[src/smc_pkg.sv]
// Constants, types and helpers shared by the supply monitor logic.
`default_nettype none

package smc_pkg;

  // ==========================================================
  // Clocking
  // ==========================================================
  localparam int REF_KHZ = 250000;
  localparam int MCLK_KHZ = 8000;
  localparam int PRESCALE = 32;
  localparam int LOGIC_KHZ = MCLK_KHZ / PRESCALE;

  // Fractional oscillator: add MCLK per ref cycle, wrap at REF
  localparam int OSC_W = 9;
  localparam logic [OSC_W-1:0] OSC_MOD = 9'h0fa;
  localparam logic [OSC_W-1:0] OSC_STEP = 9'h008;
  localparam logic [OSC_W-1:0] OSC_HALF = 9'h07d;

  localparam int PRE_W = 5;
  localparam logic [PRE_W-1:0] PRE_LAST = 5'h1f;
  localparam logic [PRE_W-1:0] PRE_HALF = 5'h10;

  typedef enum logic [1:0] {
    SMC_STANDALONE = 2'b00,
    SMC_MASTER     = 2'b01,
    SMC_SLAVE      = 2'b10,
    SMC_NOSOURCE   = 2'b11
  } smc_mode_e;

  // ==========================================================
  // Monitor channels and filter
  // ==========================================================
  localparam int N_CH = 10;
  localparam int N_DIN = 4;
  localparam int FILT_ON_US = 64;
  localparam int FILT_OFF_US = 16;
  localparam int FILT_W = 5;
  localparam logic [FILT_W-1:0] FILT_ON_TICKS =
    FILT_W'(FILT_ON_US * LOGIC_KHZ / 1000);
  localparam logic [FILT_W-1:0] FILT_OFF_TICKS =
    FILT_W'(FILT_OFF_US * LOGIC_KHZ / 1000);

  // ==========================================================
  // Converter readout
  // ==========================================================
  localparam int SEL_W = 4;
  localparam int ADC_W = 10;
  localparam int RD_W = 12;
  localparam int HI_W = 8;
  localparam int LO_W = 4;
  localparam int MV_PER_COUNT = 2;

  typedef enum logic {
    SMC_ADC_IDLE = 1'b0,
    SMC_ADC_BUSY = 1'b1
  } smc_adc_e;

  // ==========================================================
  // Timers
  // ==========================================================
  localparam int N_TMR = 4;
  localparam int STEP_W = 7;
  localparam int TCNT_W = 21;
  localparam int TMR_MIN_US = 32;
  localparam int TMR_MAX_US = 1960000;
  localparam int TMR_MIN_TICKS = TMR_MIN_US * LOGIC_KHZ / 1000;
  localparam int TMR_MAX_TICKS = TMR_MAX_US / 1000 * LOGIC_KHZ;

  // Step: mantissa in low four bits, exponent in high three
  function automatic logic [TCNT_W-1:0] smc_timeout_ticks(
    input logic [STEP_W-1:0] step
  );
    int t;
    t = (int'(step[3:0]) + 1) * TMR_MIN_TICKS;
    t = t << (2 * int'(step[6:4]));
    if (t > TMR_MAX_TICKS) begin
      t = TMR_MAX_TICKS;
    end
    return t[TCNT_W-1:0];
  endfunction : smc_timeout_ticks

endpackage : smc_pkg

`default_nettype wire

[src/smc_chan.sv]
// One monitor channel: sampling, digital filter and window select.
`default_nettype none

module smc_chan
  import smc_pkg::*;
(
  // Clock and reset
  input  wire logic ref_clk,
  input  wire logic resetn,
  // Logic clock tick
  input  wire logic logic_tick,
  // Comparators and configuration
  input  wire logic upper_cmp,
  input  wire logic lower_cmp,
  input  wire logic filter_en,
  input  wire logic window_sel,
  // Results
  output var  logic mon_a,
  output var  logic mon_b,
  output var  logic stat_upper,
  output var  logic stat_lower
);

  // ==========================================================
  // Sample and filter both comparators
  // ==========================================================
  logic [1:0]        raw;
  logic [1:0]        samp_q;
  logic [1:0]        filt_q;
  logic [FILT_W-1:0] lim;

  assign raw = {upper_cmp, lower_cmp};
  assign lim = filter_en ? FILT_ON_TICKS : FILT_OFF_TICKS;

  // Comparators are caught only on logic clock ticks
  always_ff @(posedge ref_clk or negedge resetn) begin
    if (!resetn) begin
      samp_q <= 2'h0;
    end else if (logic_tick) begin
      samp_q <= raw;
    end
  end

  for (genvar i = 0; i < 2; i++) begin : g_filt
    logic [FILT_W-1:0] cnt_q;
    logic              done;

    assign done = (cnt_q == lim - 5'h01);

    // A change must hold for lim ticks, which rejects short noise
    always_ff @(posedge ref_clk or negedge resetn) begin
      if (!resetn) begin
        cnt_q     <= 5'h00;
        filt_q[i] <= 1'b0;
      end else if (logic_tick) begin
        if (samp_q[i] == filt_q[i]) begin
          cnt_q <= 5'h00;
        end else if (done) begin
          cnt_q     <= 5'h00;
          filt_q[i] <= samp_q[i];
        end else begin
          cnt_q <= cnt_q + 5'h01;
        end
      end
    end
  end

  // ==========================================================
  // Window function and outputs
  // ==========================================================
  logic win;

  // Only meaningful when upper trip point sits above lower
  assign win = filt_q[0] & ~filt_q[1];

  always_ff @(posedge ref_clk or negedge resetn) begin
    if (!resetn) begin
      mon_a      <= 1'b0;
      mon_b      <= 1'b0;
      stat_upper <= 1'b0;
      stat_lower <= 1'b0;
    end else begin
      mon_a      <= window_sel ? win : filt_q[1];
      mon_b      <= filt_q[0];
      stat_upper <= filt_q[1];
      stat_lower <= filt_q[0];
    end
  end

endmodule : smc_chan

`default_nettype wire

[src/smc_top.sv]
// Supply monitor back end: clocks, channels, readout and timers.
`default_nettype none


module smc_top
  import smc_pkg::*;
(
  // Clock and reset
  input  wire logic                ref_clk,
  input  wire logic                resetn,
  // Clock configuration switches
  input  wire logic                internal_osc_switch,
  input  wire logic                clock_pin_link_switch,
  input  wire logic                logic_clock_export_switch,
  // Shared master clock pin
  input  wire logic                shared_clock_pin_i,
  output var  logic                shared_clock_pin_o,
  output var  logic                shared_clock_pin_oe,
  // Logic clock pin and tick
  output var  logic                logic_clock_out_pin_o,
  output var  logic                logic_clock_out_pin_oe,
  output var  logic                logic_tick,
  output var  smc_pkg::smc_mode_e  clock_mode,
  // Digital inputs
  input  wire logic [smc_pkg::N_DIN-1:0] digital_in,
  output var  logic [smc_pkg::N_DIN-1:0] digital_in_q,
  // Monitor channels
  input  wire logic [smc_pkg::N_CH-1:0] upper_comparator_out,
  input  wire logic [smc_pkg::N_CH-1:0] lower_comparator_out,
  input  wire logic [smc_pkg::N_CH-1:0] filter_en,
  input  wire logic [smc_pkg::N_CH-1:0] window_sel,
  output var  logic [smc_pkg::N_CH-1:0] mon_a_out,
  output var  logic [smc_pkg::N_CH-1:0] mon_b_out,
  output var  logic [smc_pkg::N_CH-1:0] status_upper,
  output var  logic [smc_pkg::N_CH-1:0] status_lower,
  // Converter command
  input  wire logic                mux_cmd_valid,
  input  wire logic [smc_pkg::SEL_W-1:0] converter_input_select,
  input  wire logic                atten_sel,
  // Converter control and result
  output var  logic [smc_pkg::SEL_W-1:0] conv_channel,
  output var  logic                conv_atten,
  output var  logic                conv_start,
  input  wire logic                conv_done,
  input  wire logic [smc_pkg::ADC_W-1:0] conv_data,
  // Readout
  output var  logic [smc_pkg::HI_W-1:0]  reading_hi,
  output var  logic [smc_pkg::LO_W-1:0]  reading_lo,
  output var  logic                reading_new,
  output var  logic                reading_busy,
  // Timers
  input  wire logic [smc_pkg::N_TMR-1:0] timer_start,
  input  wire logic [smc_pkg::N_TMR-1:0] timer_clear,
  input  wire logic [smc_pkg::N_TMR-1:0][smc_pkg::STEP_W-1:0] timer_step,
  output var  logic [smc_pkg::N_TMR-1:0] timer_flag
);

  // ==========================================================
  // Clock mode decode
  // ==========================================================
  smc_mode_e mode;
  logic      use_ext;

  // Board-level rule: a single master drives the shared pin
  // Without the internal source the low bit flips, so slave reads 10
  assign mode = smc_mode_e'({~internal_osc_switch,
                             internal_osc_switch ~^
                             clock_pin_link_switch});
  assign use_ext = ~internal_osc_switch;

  // ==========================================================
  // Internal 8 MHz oscillator from the reference clock
  // ==========================================================
  // 250 MHz is not a whole multiple of 8 MHz, so a modulo
  // accumulator gives exactly 8 ticks per 250 cycles with jitter
  logic [OSC_W-1:0] osc_q;
  logic [OSC_W-1:0] osc_sum;
  logic             osc_wrap;
  logic [OSC_W-1:0] osc_d;

  assign osc_sum  = osc_q + OSC_STEP;
  assign osc_wrap = (osc_sum >= OSC_MOD);
  assign osc_d    = osc_wrap ? osc_sum - OSC_MOD : osc_sum;

  always_ff @(posedge ref_clk or negedge resetn) begin
    if (!resetn) begin
      osc_q <= '0;
    end else begin
      osc_q <= osc_d;
    end
  end

  // ==========================================================
  // External clock edge and master tick
  // ==========================================================
  logic ext_q;
  logic ext_prev_q;
  logic ext_rise;
  logic mtick;

  always_ff @(posedge ref_clk or negedge resetn) begin
    if (!resetn) begin
      ext_q      <= 1'b0;
      ext_prev_q <= 1'b0;
    end else begin
      ext_q      <= shared_clock_pin_i;
      ext_prev_q <= ext_q;
    end
  end

  assign ext_rise = ext_q & ~ext_prev_q;
  assign mtick = use_ext ? ext_rise : osc_wrap;

  // ==========================================================
  // Divide-by-32 prescaler
  // ==========================================================
  logic [PRE_W-1:0] pre_q;
  logic             ltick;

  assign ltick = mtick & (pre_q == PRE_LAST);

  always_ff @(posedge ref_clk or negedge resetn) begin
    if (!resetn) begin
      pre_q <= '0;
    end else if (mtick) begin
      pre_q <= pre_q + 5'h01;
    end
  end

  // ==========================================================
  // Clock pins and mode status
  // ==========================================================
  // Pin levels are registered so they never glitch on decode
  always_ff @(posedge ref_clk or negedge resetn) begin
    if (!resetn) begin
      shared_clock_pin_o     <= 1'b0;
      shared_clock_pin_oe    <= 1'b0;
      logic_clock_out_pin_o  <= 1'b0;
      logic_clock_out_pin_oe <= 1'b0;
      logic_tick             <= 1'b0;
      clock_mode             <= SMC_STANDALONE;
    end else begin
      shared_clock_pin_o     <= (osc_q < OSC_HALF);
      shared_clock_pin_oe    <= (mode == SMC_MASTER);
      logic_clock_out_pin_o  <= (pre_q < PRE_HALF);
      logic_clock_out_pin_oe <= logic_clock_export_switch;
      logic_tick             <= ltick;
      clock_mode             <= mode;
    end
  end

  // ==========================================================
  // Digital inputs on the master clock
  // ==========================================================
  always_ff @(posedge ref_clk or negedge resetn) begin
    if (!resetn) begin
      digital_in_q <= '0;
    end else if (mtick) begin
      digital_in_q <= digital_in;
    end
  end

  // ==========================================================
  // Monitor channels
  // ==========================================================
  for (genvar c = 0; c < N_CH; c++) begin : g_ch
    smc_chan u_chan (
      .ref_clk    (ref_clk),
      .resetn     (resetn),
      .logic_tick (ltick),
      .upper_cmp  (upper_comparator_out[c]),
      .lower_cmp  (lower_comparator_out[c]),
      .filter_en  (filter_en[c]),
      .window_sel (window_sel[c]),
      .mon_a      (mon_a_out[c]),
      .mon_b      (mon_b_out[c]),
      .stat_upper (status_upper[c]),
      .stat_lower (status_lower[c])
    );
  end

  // ==========================================================
  // Converter sequencing and readout
  // ==========================================================
  smc_adc_e        adc_q;
  smc_adc_e        adc_d;
  logic            take_cmd;
  logic            take_res;
  logic [RD_W-1:0] res_ext;
  logic [RD_W-1:0] res_scaled;

  // Commands arriving during a conversion are dropped
  assign take_cmd = (adc_q == SMC_ADC_IDLE) & mux_cmd_valid;
  assign take_res = (adc_q == SMC_ADC_BUSY) & conv_done;
  assign res_ext  = {2'b00, conv_data};
  // Times three as x + 2x; fits since 3 * 1023 < 4096
  assign res_scaled = conv_atten
                    ? res_ext + {res_ext[RD_W-2:0], 1'b0}
                    : res_ext;

  always_comb begin
    adc_d = adc_q;
    case (adc_q)
      SMC_ADC_IDLE: begin
        if (take_cmd) begin
          adc_d = SMC_ADC_BUSY;
        end
      end
      SMC_ADC_BUSY: begin
        if (conv_done) begin
          adc_d = SMC_ADC_IDLE;
        end
      end
      default: begin
        adc_d = SMC_ADC_IDLE;
      end
    endcase
  end

  always_ff @(posedge ref_clk or negedge resetn) begin
    if (!resetn) begin
      adc_q        <= SMC_ADC_IDLE;
      conv_channel <= '0;
      conv_atten   <= 1'b0;
      conv_start   <= 1'b0;
      reading_busy <= 1'b0;
    end else begin
      adc_q        <= adc_d;
      conv_start   <= take_cmd;
      reading_busy <= (adc_d == SMC_ADC_BUSY);
      if (take_cmd) begin
        conv_channel <= converter_input_select;
        conv_atten   <= atten_sel;
      end
    end
  end

  // Both parts load in one edge so they never mix old and new
  always_ff @(posedge ref_clk or negedge resetn) begin
    if (!resetn) begin
      reading_hi  <= '0;
      reading_lo  <= '0;
      reading_new <= 1'b0;
    end else begin
      reading_new <= take_res;
      if (take_res) begin
        reading_hi <= res_scaled[RD_W-1:LO_W];
        reading_lo <= res_scaled[LO_W-1:0];
      end
    end
  end

  // ==========================================================
  // Programmable timers
  // ==========================================================
  for (genvar t = 0; t < N_TMR; t++) begin : g_tmr
    logic [TCNT_W-1:0] cnt_q;
    logic [TCNT_W-1:0] cnt_inc;
    logic [TCNT_W-1:0] lim;
    logic              run_q;
    logic              expire;

    assign lim     = smc_timeout_ticks(timer_step[t]);
    assign cnt_inc = cnt_q + 21'h000001;
    assign expire  = run_q & ltick & (cnt_inc >= lim);

    // Expiry beats a clear or restart in the same cycle
    always_ff @(posedge ref_clk or negedge resetn) begin
      if (!resetn) begin
        cnt_q         <= '0;
        run_q         <= 1'b0;
        timer_flag[t] <= 1'b0;
      end else begin
        timer_flag[t] <= expire | (timer_flag[t] &
                         ~timer_clear[t] & ~timer_start[t]);
        run_q <= timer_start[t] |
                 (run_q & ~expire & ~timer_clear[t]);
        if (timer_start[t] | expire) begin
          cnt_q <= '0;
        end else if (run_q & ltick) begin
          cnt_q <= cnt_inc;
        end
      end
    end
  end

endmodule : smc_top

`default_nettype wire

[config.mk]
export PLATFORM = sky130hd
export DESIGN_NAME = smc_top
export DESIGN_NICKNAME = d
export VERILOG_FILES = /design/src/smc_pkg.sv /design/src/smc_chan.sv /design/src/smc_top.sv
export SDC_FILE = /design/constraint.sdc
export NUM_CORES = 1
export LEC_CHECK = 0
export BUFFER_PORTS_ARGS = -buffer_cell sky130_fd_sc_hd__buf_2
export CAP_MARGIN = 20
export CELL_PAD_IN_SITES_DETAIL_PLACEMENT = 0
export CELL_PAD_IN_SITES_GLOBAL_PLACEMENT = 1
export CORE_ASPECT_RATIO = 0.5
export CORE_MARGIN = 3
export CORE_UTILIZATION = 50
export CTS_CLUSTER_SIZE = 14
export DETAILED_ROUTE_END_ITERATION = 8
export GPL_TIMING_DRIVEN = 0
export PLACE_DENSITY = 0.83
export RECOVER_POWER = 100
export SLEW_MARGIN = 5
export SYNTH_ARGS = -nofsm -noshare
export SYNTH_HDL_FRONTEND = slang
export SYNTH_HIERARCHICAL = 1
export SYNTH_SLANG_ARGS = --single-unit
[constraint.sdc]
create_clock -name ref_clk -period 5.9 [get_ports ref_clk]
set_input_delay 0.59 -clock ref_clk [delete_from_list [all_inputs] [get_ports ref_clk]]
set_output_delay 0.59 -clock ref_clk [all_outputs]
set_load 0.03 [all_outputs]
======== Word level (Yosys, flattened, before mapping) ========
Cells that the tools add are included.
word-level totals
  memories ................................ 0
  bits in latches ......................... 0
  bits in registers ....................... 309
  ROM bits ................................ 0
  output and inout port bits .............. 75
  bits in writable memories ............... 0
  logic and storage cells ................. 407
  input port bits ......................... 103
operators by class
  magnitude comparators ................... 11
  reductions and logical operators ........ 24
  bitwise logic cells ..................... 96
  mux-type cells .......................... 78
  $mul .................................... 0
  add/sub/neg operators ................... 42
  equal/unequal tests ..................... 42
  div/mod/pow operators ................... 0
  shifts and indexed selects .............. 4
operators with widths
  kind                   count
  $mux 21                12
  $mux 5                 50
  $gt 32x20->1 const B   4
  $shl 8x4->32           4
  $add 5x1->5 const B    21
  $eq 5x5->1             20
  $add 21x1->21 const B  4
  $ge 21x21->1           4
  $reduce_and 3->1       20
  $sub 5x1->5 const B    10
  $not 1->1              45
  $and 1x1->1            38
  $add 4x1->5 const B    4
  $eq 1x1->1             20
  $mux 1                 13
  $add 10x11->12         1
  $mux 12                1
  $or 1x1->1             12
  $add 9x4->9 const B    1
  $ge 9x8->1 const B     1
  $lt 9x7->1 const B     1
  $mux 9                 1
  $sub 9x8->9 const B    1
  $reduce_bool 2->1      4
  5 further kinds        5

======== Logic depth before layout (Yosys ltp) ========
Gate-level depths: netlist of run 1.
  word-level depth ........................ 10
  depth in mapped cells ................... 17

======== Cells and area by module ========
Netlist of run 1, hierarchy kept.
modules (own cells, without submodules)
  module                         instances  seq. area each (sq um)  cells each  area each (sq um)
  smc_top                        1          3453.3                  1321        11009.3
  smc_chan (g_ch[1].u_chan ...)  9          425.4                   77          805.8
  smc_chan (g_ch[0].u_chan)      1          425.4                   79          824.5

======== Worst setup path after synthesis of run 1 ========
No wires, ideal clock.
  path type ............................... input port to flip-flop
  start ................................... input port timer_step[21] (netlist name)
  end ..................................... register g_tmr[3].cnt_q[16]
  slack ................................... 2.143 ns
  buffers on the path ..................... 0
  stages .................................. 16
  required time ........................... 5.804 ns
  data arrival time ....................... 3.662 ns
  setup time .............................. 0.096 ns
  path through ............................ ha_1 -> xor2_1 -> o21a_1 -> nand2_1 -> o21ai_0 -> nand3_1 -> a21oi_1 -> a221oi_1 -> ha_1 -> a21o_1 -> a21o_1 -> a221oi_1 -> o211ai_1 -> nor2_1 -> nand2_1 -> o31ai_1
between the ends
  longest elaborated chain between the ends .. 8
RTL lines
  what                                                 RTL line        RTL
  start: declaration                                   smc_top.sv:54   input wire logic [smc_pkg::N_TMR-1:0][smc_pkg::STEP_W-1:0] timer_step,
  $add 4x1->5 *                                        smc_pkg.sv:75   t = (int'(step[3:0]) + 1) * TMR_MIN_TICKS;
  $shl 8x4->32 *                                       smc_pkg.sv:76   t = t << (2 * int'(step[6:4]));
  $gt 32x20->1                                         smc_pkg.sv:77   if (t > TMR_MAX_TICKS) begin
  $mux 21 *                                            smc_pkg.sv:77
  $ge 21x21->1 *                                       smc_top.sv:265  assign expire = run_q & ltick & (cnt_inc >= lim);
  $and 1x1->1 *                                        smc_top.sv:265
  $or 1x1->1 *                                         smc_top.sv:278  if (timer_start[t] | expire) begin
  $mux 21 / $reduce_bool 2->1 (equally long branches)  n/a
  end signal: assignment                               smc_top.sv:281  cnt_q <= cnt_inc;
  end: declaration                                     smc_top.sv:257  logic [TCNT_W-1:0] cnt_q;
Mark *: on every way between the ends. The rest lies on a longest branch, timed or not.
A chain may end at the register's enable or synchronous reset.

======== Worst setup path after layout of run 1 ========
  start ................................... register osc_q[4]
  end ..................................... register g_tmr[1].cnt_q[3]
between the ends
  longest elaborated chain between the ends .. 8
RTL lines
  what                                                 RTL line                        RTL
  start: declaration                                   smc_top.sv:76                   logic [OSC_W-1:0] osc_q;
  start signal: assignment                             smc_top.sv:89                   osc_q <= osc_d;
  $add 9x4->9 *                                        smc_top.sv:81                   assign osc_sum = osc_q + OSC_STEP;
  $ge 9x8->1 *                                         smc_top.sv:82                   assign osc_wrap = (osc_sum >= OSC_MOD);
  $mux 1 *                                             smc_top.sv:112                  assign mtick = use_ext ? ext_rise : osc_wrap;
  $and 1x1->1 *                                        smc_top.sv:120                  assign ltick = mtick & (pre_q == PRE_LAST);
  net ltick                                            smc_top.sv:118                  logic ltick;
  $and 1x1->1 *                                        smc_top.sv:265, smc_top.sv:280
  $and 1x1->1                                          smc_top.sv:265
  $or 1x1->1                                           smc_top.sv:278
  $mux 21 / $reduce_bool 2->1 (equally long branches)  n/a
  end signal: assignment                               smc_top.sv:281
  end: declaration                                     smc_top.sv:257
The timed path passes the listed nets; every way through them passes the cells marked *.

==> metrics.csv, run 1 <==
stage,metric,value,unit
critical_path,cpMaxStageDelayCell,clkinvlp_2,
global_routing,track_usage,21.6,%
sta,fin_skew,13.3,ps
finish,drive_gt1_share,11.3,%
run_status,status,finished with violations,
run_status,violations,"capacitance limit, slew limit",
cts,clock_latency,580,ps
critical_path,path_max_fanout,40,
synth,ys_ff_latch,308,
sta,period_share,86.8,%
finish,antenna_cells,0,
critical_path,cp_cell_sequence,ha_1 > and3b_1 > a32o_1 > o211a_1 > o21ai_4 > clkinvlp_2 > nand2_1 > clkbuf_1 > o21ai_0 > a21oi_1,
finish,final_cell_mix,"dfrtp_1 (308), nand2_1 (230), nand3_1 (168), o21ai_0 (148), clkbuf_1 (142)",
floorplanning,num_io_pins,178,
synth,synth_top_area_share,40.4,%
floorplanning,core_area,36800,µm²
critical_path,crit_start,osc_q[4],
synth,synth_top_area_cell,dfrtp_1,
cts,ctsHoldBuffers,0,
synth,synth_warnings,6,
sta,period_minus_slack,5120,ps
placed_design,io_buffer_count,175,
global_routing,grt_pass1_wl,74.3,mm
cts,max-clock-path-buffers,3,
floorplanning,fp.dieArea,40700,µm²
placed_design,dp_slack,1050,ps
floorplanning,die_y,144,µm
route,num_vias,15800,
sta,tightest_slew,4640,ps
critical_path,r2r-end,g_tmr[1].cnt_q[3],
min_path,hp-class,primary input to flip-flop,
placed_design,gp_congestion,0.851,
min_path,hold_path_startpoint,shared_clock_pin_i,
cts,cts_setup_buffers,0,
job,cap_violations,2,
cts,cts.htree.levels,1,
min_path,min_path_cells,1,
min_path,hold_end,ext_q,
critical_path,cp.required,6400,ps
global_routing,gr-total-overflow,0,
finish,fillCellCount,3387,
sta,rsz0062_at_grt,false,
sta,fmax,195,MHz
route,wl,43.5,mm
placed_design,dpl_cell_area,20700,µm²
route,wl_per_cell,15.5,µm
floorplanning,rows,49,
critical_path,r2r-start,osc_q[4],
power_and_ir_drop,ir_drop,0.000215,V
sta,fin_ws,779,ps
critical_path,startpoint_type,flip-flop,
synth,synthFlopType,dfrtp_1,
finish,layout_commonest_cell,dfrtp_1,
sta,slew_headroom,-209,%
finish,final_cells,2811,
placed_design,hpwl,31.0,mm
finish,nNetsFinal,2535,
global_routing,grt_max_degree,106,
synth,synthTopCellsByArea,"dfrtp_1 (40%), ha_1 (8.0%), nand2_1 (4.5%), nand3_1 (4.2%), o21ai_0 (3.9%)",
global_routing,antenna_found_initial,2,
critical_path,cpPeakStageDelay,1540,ps
floorplanning,initial_utilization,51.9,%
route,drc,0,
global_routing,grt_pass1_vias,14900,
synth,synth-seq-area-share,40.4,%
route,ant_nets,0,
sta,hold_violations,0,
synth,synth.distinct_cells,84,
finish,design_area,21500,µm²
synth,synthCells,2093,
finish,syn_to_final_growth,12.7,%
power_and_ir_drop,p_per_area,226,nW/µm²
sta,setup_violations,0,
synth,avgSynthCellArea,9.12,µm²
cts,cts_resized,0,
placed_design,dp_cells,2761,
critical_path,critical_path_class,flip-flop to flip-flop,
synth,async_reset_ff_share,100,%
cts,cts_buffers,30,
cts,clock_sinks,308,
critical_path,end_kind,flip-flop,
route,vias_per_cell,5.61,
critical_path,reg2regPathDepth,10,
critical_path,worstPathArrival,5620,ps
critical_path,rrSetupSlack,780,ps
cts,root_buffer,clkbuf_16,
synth,synth_edf_count,0,
cts,cts_tree,built,
floorplanning,die_w,282,µm
route,firstDrtPassIters,5,
synth,synthesis.area,19100,µm²
route,drtIter0Drc,1142,
cts,clk_pin_slew,70,ps
power_and_ir_drop,p_leak,9.61,nW
sta,maxSlewViolCount,145,
==> where the power goes <==
part	internal, mW	switching, mW
logic	0.188	0.382
registers	2.19	0.0520
clock network	1.20	0.857
total	3.57	1.29
==> Yosys cell counts (8+ instances only) <==
| master | n |
|---|---|
| a22o_1 | 19 |
| nor2b_1 | 40 |
| o211ai_1 | 8 |
| xor2_1 | 47 |
| mux2i_1 | 13 |
| clkbuf_1 | 52 |
| a21oi_2 | 19 |
| a21o_1 | 29 |
| nand4_1 | 22 |
| nand2_1 | 229 |
| nand3_1 | 160 |
| o22ai_1 | 8 |
| nor2_1 | 86 |
| nand3_2 | 12 |
| o2bb2ai_1 | 32 |
| dfrtp_1 | 308 |
| a31oi_1 | 11 |
| nand2b_1 | 44 |
| o32ai_1 | 12 |
| nor4_1 | 8 |
| o31ai_1 | 26 |
| xnor2_1 | 71 |
| buf_4 | 12 |
| a211o_1 | 11 |
| or3_1 | 28 |
| mux2_2 | 43 |
| a21oi_1 | 127 |
| nand3b_1 | 16 |
| ha_1 | 122 |
| buf_2 | 19 |
| inv_1 | 100 |
| o21ai_0 | 147 |
| nor3_1 | 54 |
| and3_1 | 42 |
==> layout make-up <==
cell class | instances | area (µm²) | area share (%)
Buffer | 87 | 404 | 1.88
Clock buffer | 38 | 821 | 3.82
Clock inverter | 12 | 203 | 0.943
Inverter | 102 | 384 | 1.79
Multi-Input combinational cell | 1603 | 10500 | 49.0
Sequential cell | 308 | 7710 | 35.8
Tap cell | 484 | 606 | 2.82
Timing Repair Buffer | 177 | 841 | 3.91
==> worst max-delay path by stage <==
| stage | endpoint | cells past startpoint |
|---|---|---|
| detailed placement | g_tmr[3].cnt_q[16] | 17 |
| finish | g_tmr[1].cnt_q[3] | 10 |
| CTS | g_tmr[3].cnt_q[16] | 14 |
| floorplan | g_tmr[3].cnt_q[16] | 16 |
| global route | g_tmr[1].cnt_q[3] | 10 |
| global placement | g_tmr[0].cnt_q[3] | 1 |
==> state kept, by name, indices dropped and copies added (netlist names), 2 cells and up <==
| signal | count |
|---|---|
| g_ch.u_chan/g_filt.cnt_q | 100 |
| g_tmr.cnt_q | 84 |
| g_ch.u_chan/filt_q | 20 |
| g_ch.u_chan/samp_q | 20 |
| g_ch.u_chan/mon_a | 10 |
| g_ch.u_chan/stat_lower | 10 |
| g_ch.u_chan/stat_upper | 10 |
| osc_q | 8 |
| reading_hi | 8 |
| pre_q | 5 |
| conv_channel | 4 |
| digital_in_q | 4 |
| g_tmr.run_q | 4 |
| reading_lo | 4 |
| timer_flag | 4 |
| clock_mode | 2 |
==> cell families (layout without fill, tap and decap cells) <==
group           Yosys count  in the layout  synth area share, %
simple gates            780            780                 20.8
compound gates          517            517                 17.7
flops                   308            308                 40.4
buf+inv                 189            416                 4.23
fa+ha+maj               123            123                 8.10
xor+xnor                119            119                 5.50
mux                      56             56                 3.22
other cells               1              8               0.0196
==> routing by layer <==
metal	vias to the layer above	wire length (µm)	global-route usage, %
met5	-	25	0
met4	4	660	3.91
met3	55	1650	3.15
met2	258	19700	34.8
met1	7490	21500	31.6
li1	7952	-	-
==> stage by stage <==
stage	setup TNS (ps)	utilization, %	hold slack, ps	total power [mW]
finish	0	58.4	118	4.86
floorplan	0	-	294	2.63
detailed placement	0	56.2	374	2.86
global route	0	58.4	91.6	5.09
global placement	-565930	56.0	367	2.85
CTS	0	58.9	61.4	4.94
==> critical path: cells and delay by family (launching register included) <==
| family | cells | cell delay, ps |
|---|---|---|
| buf+inv | 2 | 2000 |
| compound gates | 5 | 1260 |
| simple gates | 2 | 1020 |
| flops | 1 | 450 |
| fa+ha+maj | 1 | 300 |
Note: power is estimated with default switching activity, not from simulation.
==> run 2: changes to the inputs <==
--- a/config.mk
+++ b/config.mk
@@ -18,4 +18,5 @@
 export PLACE_DENSITY = 0.83
 export RECOVER_POWER = 100
+export SETUP_SLACK_MARGIN = 0.2
 export SLEW_MARGIN = 5
 export SYNTH_ARGS = -nofsm -noshare
==> constraint.sdc (replaced) <==
create_clock -name ref_clk -period 5.9 [get_ports ref_clk]
set_input_delay 0.295 -clock ref_clk [delete_from_list [all_inputs] [get_ports ref_clk]]
set_output_delay 0.295 -clock ref_clk [all_outputs]
set_load 0.03 [all_outputs]
==> run 2 against run 1 <==
  * The flow still finishes with violations (capacitance limit, slew limit)
  * Critical path depth is 5 higher
  * Fmax grew 0.45%
  * Utilization rose by 1.5 points
  * Total power grew 0.55%
  * Sequential cell count stayed put
  * Clock power is essentially flat
  * Die area unchanged
  * Count of clock-buffer cells in the layout did not move
  * Wire length grew 1.5%
  * Cell area is 2.5% higher
  * Largest cell class unchanged
  * Largest power group unchanged
  * Highest routed layer unchanged
==> metrics.csv, run 2 (synthesis results as in run 1) <==
stage,metric,value,unit,change
run_status,status,finished with violations,,unchanged
run_status,violations,"capacitance limit, slew limit",,unchanged
cts,cts_tree,built,,unchanged
cts,cts.htree.levels,1,,unchanged
route,wl,44.2,mm,was 43.5 mm
finish,fin_util,59.9,%,was 58.4%
critical_path,path_max_fanout,10,,was 40
critical_path,r2r-end,timer_flag[1],,was g_tmr[1].cnt_q[3]
critical_path,r2r-start,g_tmr[1].cnt_q[0],,was osc_q[4]
critical_path,rrSetupSlack,800,ps,was 780 ps
global_routing,track_usage,22.1,%,was 21.6%
sta,period_minus_slack,5100,ps,was 5120 ps
finish,final_cell_mix,"dfrtp_1 (308), nand2_1 (229), nand3_1 (161), o21ai_0 (148), clkbuf_1 (137)",,"was dfrtp_1 (308), nand2_1 (230), nand3_1 (168), o21ai_0 (148), clkbuf_1 (142)"
sta,tightest_slew,4590,ps,was 4640 ps
sta,fmax,196,MHz,was 195 MHz
sta,rsz0062_at_grt,false,,unchanged
route,drtIter0Drc,1192,,"was 1,142"
min_path,hold_end,timer_flag[3],,was ext_q
cts,cts_buffers,30,,unchanged
cts,root_buffer,clkbuf_16,,unchanged
critical_path,crit_cells,15,,was 10
global_routing,grt_max_degree,106,,unchanged
route,firstDrtPassIters,5,,unchanged
sta,setup_violations,0,,unchanged
critical_path,reg2regPathDepth,15,,was 10
placed_design,hpwl,31.0,mm,unchanged
finish,nNetsFinal,2589,,"was 2,535"
cts,ctsHoldBuffers,54,,was 0
placed_design,dp_cells,2761,,unchanged
global_routing,grt_pass1_vias,15200,,"was 14,900"
min_path,hp-class,primary input to flip-flop,,unchanged
finish,regMostFlops,g_ch.u_chan/g_filt.cnt_q,,unchanged
critical_path,cpPeakStageDelay,600,ps,was 1540 ps
cts,clock_latency,590,ps,was 580 ps
finish,fillCellCount,3326,,"was 3,387"
global_routing,grt_pass1_wl,75.7,mm,was 74.3 mm
finish,drive_gt1_share,11.2,%,was 11.3%
critical_path,worstPathArrival,5560,ps,was 5620 ps
sta,slew_headroom,-206,%,was -209%
finish,syn_to_final_growth,15.5,%,was 12.7%
global_routing,gr-total-overflow,0,,unchanged
floorplanning,die_w,282,µm,unchanged
floorplanning,initial_utilization,51.9,%,unchanged
floorplanning,core_area,36800,µm²,unchanged
route,ant_nets,0,,unchanged
sta,period_share,86.4,%,was 86.8%
cts,cts_setup_buffers,0,,unchanged
sta,whs,25.6,ps,was 118 ps
power_and_ir_drop,ir_drop,0.000218,V,was 0.000215 V
route,vias_per_cell,5.58,,was 5.61
route,wl_per_cell,15.4,µm,was 15.5 µm
min_path,min_path_cells,4,,was 1
floorplanning,rows,49,,unchanged
cts,max-clock-path-buffers,3,,unchanged
finish,layout_commonest_cell,dfrtp_1,,unchanged
finish,final_cells,2865,,"was 2,811"
sta,hold_violations,0,,unchanged
placed_design,dp_slack,1150,ps,was 1050 ps
sta,maxSlewViolCount,104,,was 145
placed_design,gp_congestion,0.851,,unchanged
finish,multi_input_area,10500,µm²,about the same
placed_design,io_buffer_count,175,,unchanged
sta,fin_skew,18.8,ps,was 13.3 ps
critical_path,cp_cell_sequence,ha_1 > nand3_1 > or3_1 > nor2_1 > nand3_1 > xnor2_1 > ha_1 > a21o_1 > a21o_1 > a21oi_1 > inv_1 > nor3_1 > buf_2 > o32ai_1 > dlygate4sd3_1,,was ha_1 > and3b_1 > a32o_1 > o211a_1 > o21ai_4 > clkinvlp_2 > nand2_1 > clkbuf_1 > o21ai_0 > a21oi_1
global_routing,antenna_found_initial,1,,was 2
min_path,hold_path_startpoint,timer_clear[3],,was shared_clock_pin_i
finish,largest_reg_flops,100,,unchanged
cts,cts_resized,0,,unchanged
critical_path,startpoint_type,flip-flop,,unchanged
critical_path,critical_path_class,flip-flop to flip-flop,,unchanged
placed_design,dpl_cell_area,20700,µm²,unchanged
finish,reg_top3,"g_ch.u_chan/g_filt.cnt_q (100), g_tmr.cnt_q (84)",,unchanged
route,num_vias,16000,,"was 15,800"
sta,setup-tns-final,0,ps,unchanged
critical_path,cp_top_family,simple AND/OR/NAND/NOR gates,,was buffers and inverters
critical_path,cpMaxStageDelayCell,nor3_1,,was clkinvlp_2
power_and_ir_drop,p_leak,9.88,nW,was 9.61 nW
cts,clk_pin_slew,70,ps,about the same
cts,clock_sinks,308,,unchanged
finish,design_area,22000,µm²,"was 21,500 µm²"
floorplanning,fp.dieArea,40700,µm²,unchanged
floorplanning,die_y,144,µm,unchanged
critical_path,cp.required,6360,ps,was 6400 ps
critical_path,path_buf_inv,3,,was 2
finish,antenna_cells,0,,unchanged
critical_path,end_kind,flip-flop,,unchanged
power_and_ir_drop,total_power,4.89,mW,was 4.86 mW
finish,regArea,7710,µm²,unchanged
floorplanning,num_io_pins,178,,unchanged
route,drc,0,,unchanged
power_and_ir_drop,p_per_area,222,nW/µm²,was 226 nW/µm²
job,cap_violations,1,,was 2
sta,fin_ws,802,ps,was 779 ps
[run 2: cell count changes in the layout (fill, tap and decap cells not counted), moves of 2 or more]
cell and delta:
a21oi_2 -9, nand3_2 +7, buf_2 +3, clkbuf_1 -5, nand3_1 -7, a21oi_1 +9, and2_0 -2, dlygate4sd3_1 +54
[run 2: area by class of cell]
type,count,share of cell area [%]
repair buffers,231,6.28
clock inverters,12,0.919
well taps,484,2.75
clock buffers,38,3.72
plain buffers,87,1.89
inverters,102,1.75
multi-input cells,1603,47.7
flip-flops and latches,308,35.0
[run 2: how the worst max path moves through the flow]
stage | start | endpoint
global placement | resetn | g_tmr[0].cnt_q[3]
CTS | g_tmr[1].cnt_q[0] | timer_flag[1]
global route | g_tmr[1].cnt_q[0] | timer_flag[1]
finish | g_tmr[1].cnt_q[0] | timer_flag[1]
floorplan | g_tmr[3].cnt_q[0] | g_tmr[3].cnt_q[16]
detailed placement | g_tmr[3].cnt_q[0] | g_tmr[3].cnt_q[16]
[run 2: worst register-to-register path: stages (launching register included)]
cell and delay [ps]:
dfrtp_1 430, ha_1 270, nand3_1 200, or3_1 480, nor2_1 290, nand3_1 190
xnor2_1 170, ha_1 320, a21o_1 160, a21o_1 170, a21oi_1 480, inv_1 190
nor3_1 610, buf_2 360, o32ai_1 120, dlygate4sd3_1 560
[run 2: power breakdown]
group / internal (mW) / switching, mW
clock network: 1.19 / 0.857
logic: 0.210 / 0.387
registers: 2.19 / 0.0527
total: 3.59 / 1.30
[run 2: layer usage]
metal | part of all wire (%) | track usage, %
met3 | 3.6 | 3.11
met5 | 0.027 | 0
met2 | 46 | 35.7
met1 | 49 | 32.0
met4 | 1.6 | 4.21
==> run 3: changes to the inputs <==
Settings changed: PLACE_DENSITY 0.83 to 0.84, SYNTH_HIERARCHICAL 1 to unset.
==> run 3 against run 2 <==
  * Register-to-register slack worse by 50 ps
  * Via count increased by 1.6%
  * Total power is 4.3% higher
  * The flow still finishes with violations (capacitance limit, slew limit)
==> metrics.csv, run 3 <==
stage,metric,value,unit,change
route,vias_per_cell,5.53,,was 5.58
finish,drive_gt1_share,10.1,%,was 11.2%
route,drc,0,,unchanged
route,num_vias,16200,,"was 16,000"
synth,ys_ff_latch,308,,unchanged
power_and_ir_drop,ir_drop,0.000208,V,was 0.000218 V
route,wl_per_cell,15.7,µm,was 15.4 µm
critical_path,rrSetupSlack,750,ps,was 800 ps
finish,syn_to_final_growth,14.7,%,was 15.5%
finish,final_cell_mix,"nand2_1 (313), dfrtp_1 (308), o21ai_0 (199), clkbuf_1 (158), nand3_1 (156)",,"was dfrtp_1 (308), nand2_1 (229), nand3_1 (161), o21ai_0 (148), clkbuf_1 (137)"
cts,cts_tree,built,,unchanged
run_status,status,finished with violations,,unchanged
min_path,hp-class,primary input to flip-flop,,unchanged
synth,synth_top_area_share,40.3,%,was 40.4%
sta,maxSlewViolCount,200,,was 104
finish,nNetsFinal,2654,,"was 2,589"
route,firstDrtPassIters,5,,unchanged
floorplanning,die_y,144,µm,about the same
cts,clock_latency,580,ps,was 590 ps
finish,design_area,21900,µm²,"was 22,000 µm²"
synth,async_reset_ff_share,100,%,unchanged
synth,synth_fa_ha_area_share,8.09,%,was 8.10%
cts,cts.htree.levels,1,,unchanged
finish,layout_commonest_cell,nand2_1,,was dfrtp_1
floorplanning,fp.dieArea,40700,µm²,about the same
synth,synth.area.mux_share,2.49,%,was 3.22%
finish,largest_reg_flops,100,,unchanged
synth,synth.most_common_cell,nand2_1,,was dfrtp_1
power_and_ir_drop,total_power,5.10,mW,was 4.89 mW
power_and_ir_drop,p_per_area,233,nW/µm²,was 222 nW/µm²
synth,synth-simple-area-share,22.2,%,was 20.8%
floorplanning,num_io_pins,178,,unchanged
finish,regMostFlops,g_ch.u_chan.g_filt.cnt_q,,was g_ch.u_chan/g_filt.cnt_q
synth,synthXorXnorAreaFrac,5.36,%,was 5.50%
critical_path,startpoint_type,flip-flop,,unchanged
global_routing,antenna_found_initial,0,,was 1
cts,cts_setup_buffers,0,,unchanged
synth,synth-seq-area-share,40.3,%,was 40.4%
sta,rsz0062_at_grt,false,,unchanged
sta,fin_skew,15.6,ps,was 18.8 ps
critical_path,worstPathArrival,5610,ps,was 5560 ps
placed_design,io_buffer_count,170,,was 175
finish,reg_top3,"g_ch.u_chan.g_filt.cnt_q (100), g_tmr.cnt_q (84)",,"was g_ch.u_chan/g_filt.cnt_q (100), g_tmr.cnt_q (84)"
global_routing,grt_max_degree,114,,was 106
synth,synth_warnings,0,,was 6
floorplanning,die_w,282,µm,about the same
global_routing,track_usage,23.0,%,was 22.1%
synth,synthesis.area,19100,µm²,about the same
critical_path,r2r-start,osc_q[3],,was g_tmr[1].cnt_q[0]
synth,synthTopCellsByArea,"dfrtp_1 (40%), ha_1 (8.0%), nand2_1 (6.1%), o21ai_0 (5.0%), nand3_1 (4.1%)",,"was dfrtp_1 (40%), ha_1 (8.0%), nand2_1 (4.5%), nand3_1 (4.2%), o21ai_0 (3.9%)"
cts,max-clock-path-buffers,3,,unchanged
placed_design,gp_congestion,0.844,,was 0.851
sta,tightest_slew,2650,ps,was 4590 ps
run_status,violations,"capacitance limit, slew limit",,unchanged
cts,clk_pin_slew,70,ps,about the same
finish,multi_input_area,10400,µm²,"was 10,500 µm²"
floorplanning,initial_utilization,52.0,%,was 51.9%
finish,regArea,7710,µm²,unchanged
synth,synthFlopType,dfrtp_1,,unchanged
route,wl,46.0,mm,was 44.2 mm
critical_path,end_kind,flip-flop,,unchanged
critical_path,cp.required,6360,ps,about the same
floorplanning,rows,49,,unchanged
synth,synth_top_family_by_area,simple AND/OR/NAND/NOR gates,,unchanged
placed_design,hpwl,32.7,mm,was 31.0 mm
critical_path,critical_path_class,flip-flop to flip-flop,,unchanged
sta,hold_violations,0,,unchanged
global_routing,grt_pass1_wl,77.7,mm,was 75.7 mm
synth,synth_compound_area_share,16.5,%,was 17.7%
synth,synth.distinct_cells,81,,was 84
global_routing,grt_pass1_vias,15500,,"was 15,200"
sta,period_minus_slack,5150,ps,was 5100 ps
sta,setup_violations,0,,unchanged
sta,setup-tns-final,0,ps,unchanged
finish,fin_util,59.6,%,was 59.9%
route,ant_nets,0,,unchanged
synth,synth_top_area_cell,dfrtp_1,,unchanged
job,cap_violations,3,,was 1
global_routing,gr-total-overflow,0,,unchanged
min_path,hold_path_startpoint,conv_data[4],,was timer_clear[3]
synth,synth_edf_count,0,,unchanged
sta,fmax,194,MHz,was 196 MHz
cts,clock_sinks,308,,unchanged
sta,slew_headroom,-76.4,%,was -206%
placed_design,dpl_cell_area,20700,µm²,about the same
floorplanning,core_area,36800,µm²,unchanged
cts,root_buffer,clkbuf_16,,unchanged
critical_path,path_max_fanout,10,,unchanged
cts,cts_buffers,29,,was 30
power_and_ir_drop,p_leak,10.1,nW,was 9.88 nW
route,drtIter0Drc,1037,,"was 1,192"
synth,synthCells,2166,,"was 2,093"
critical_path,crit_start,osc_q[3],,was g_tmr[1].cnt_q[0]
synth,avgSynthCellArea,8.82,µm²,was 9.12 µm²
sta,period_share,87.3,%,was 86.4%
finish,fillCellCount,3407,,"was 3,326"
synth,synth_commonest_cells,"nand2_1 (311), dfrtp_1 (308), o21ai_0 (192), nand3_1 (156), a21oi_1 (129)",,"was dfrtp_1 (308), nand2_1 (229), nand3_1 (160), o21ai_0 (147), a21oi_1 (127)"
finish,antenna_cells,0,,unchanged
==> run 3: cell count changes in the layout (fill, tap and decap cells not counted), moves of 15 or more <==
cell       previous run  this run
buf_4                12        41
o21ai_0             148       199
nand2_1             229       313
mux2_1                0        15
a22o_1               19         2
or2_2                 5        21
mux2_2               43        22
inv_1               100        68
o2bb2ai_1            32         1
nand2b_1             44        69
clkbuf_1            137       158
==> run 3: worst paths after layout <==
path | endpoint | depth (start not counted)
max | g_ch[4].u_chan.samp_q[0] | 12
min | reading_hi[0] | 3
max reg2reg | g_ch[4].u_chan.samp_q[0] | 12
min reg2reg | ext_prev_q | 0
max in group asynchronous | g_tmr[0].cnt_q[14] | 3
min in group asynchronous | g_ch[1].u_chan.mon_b | 2
==> run 3: cell type report <==
class / instances / share of cell area [%]
Multi-Input combinational cell: 1671 / 47.5
Sequential cell: 308 / 35.2
Timing Repair Buffer: 224 / 5.93
Clock buffer: 42 / 3.85
Buffer: 125 / 2.89
Tap cell: 484 / 2.76
Inverter: 69 / 1.19
Clock inverter: 10 / 0.674
==> run 3: worst max-delay path: stages (launching register included) <==
cell and delay, ps:
dfrtp_1 440, ha_1 300, and3b_1 200, o221ai_1 320, a21oi_1 170, o311ai_0 970, clkbuf_1 440, clkinvlp_2 520
clkbuf_1 550, clkbuf_1 360, clkbuf_1 460, nand2_1 210, nand2_1 70
==> run 3: cells by family after synthesis <==
kind of cell | count (synthesis)
other cells | 1
buf+inv | 194
fa+ha+maj | 123
flops | 308
mux | 43
xor+xnor | 114
simple gates | 871
compound gates | 512
==> run 3: metal layers <==
layer	vias to the layer above	wire length [µm]	track usage (%)	part of all wire (%)
met5	-	0	0	0
met4	0	899	5.05	2.0
met3	53	1380	2.69	3.0
met2	243	21700	38.3	47
met1	7776	22100	32.7	48
li1	8162	-	-	-
==> run 3: stage by stage <==
| step | hold WS, ps | worst slack (ps) | cells |
|---|---|---|---|
| floorplan | -0.591 | 2120 | 2173 |
| global placement | 383 | -1580 | 2827 |
| detailed placement | 230 | 1310 | 2830 |
| CTS | 37.8 | 1250 | 2933 |
| global route | 79.3 | 482 | 2933 |
| finish | 71.8 | 750 | 2933 |
==> run 3: repair_timing <==
item / 4_1_cts / 5_1_grt
hold buffers: 51 / 0
hold endpoints to repair: 98 / 0
resized for setup: 0 / 0
==> run 3: report_power, final <==
| part | internal, mW | leakage (nW) | switching, mW | total [mW] |
|---|---|---|---|---|
| Sequential | 2.22 | 4.20 | 0.0844 | 2.31 |
| Clock | 1.13 | 0.491 | 0.871 | 2.00 |
| Combinational | 0.283 | 5.46 | 0.508 | 0.791 |
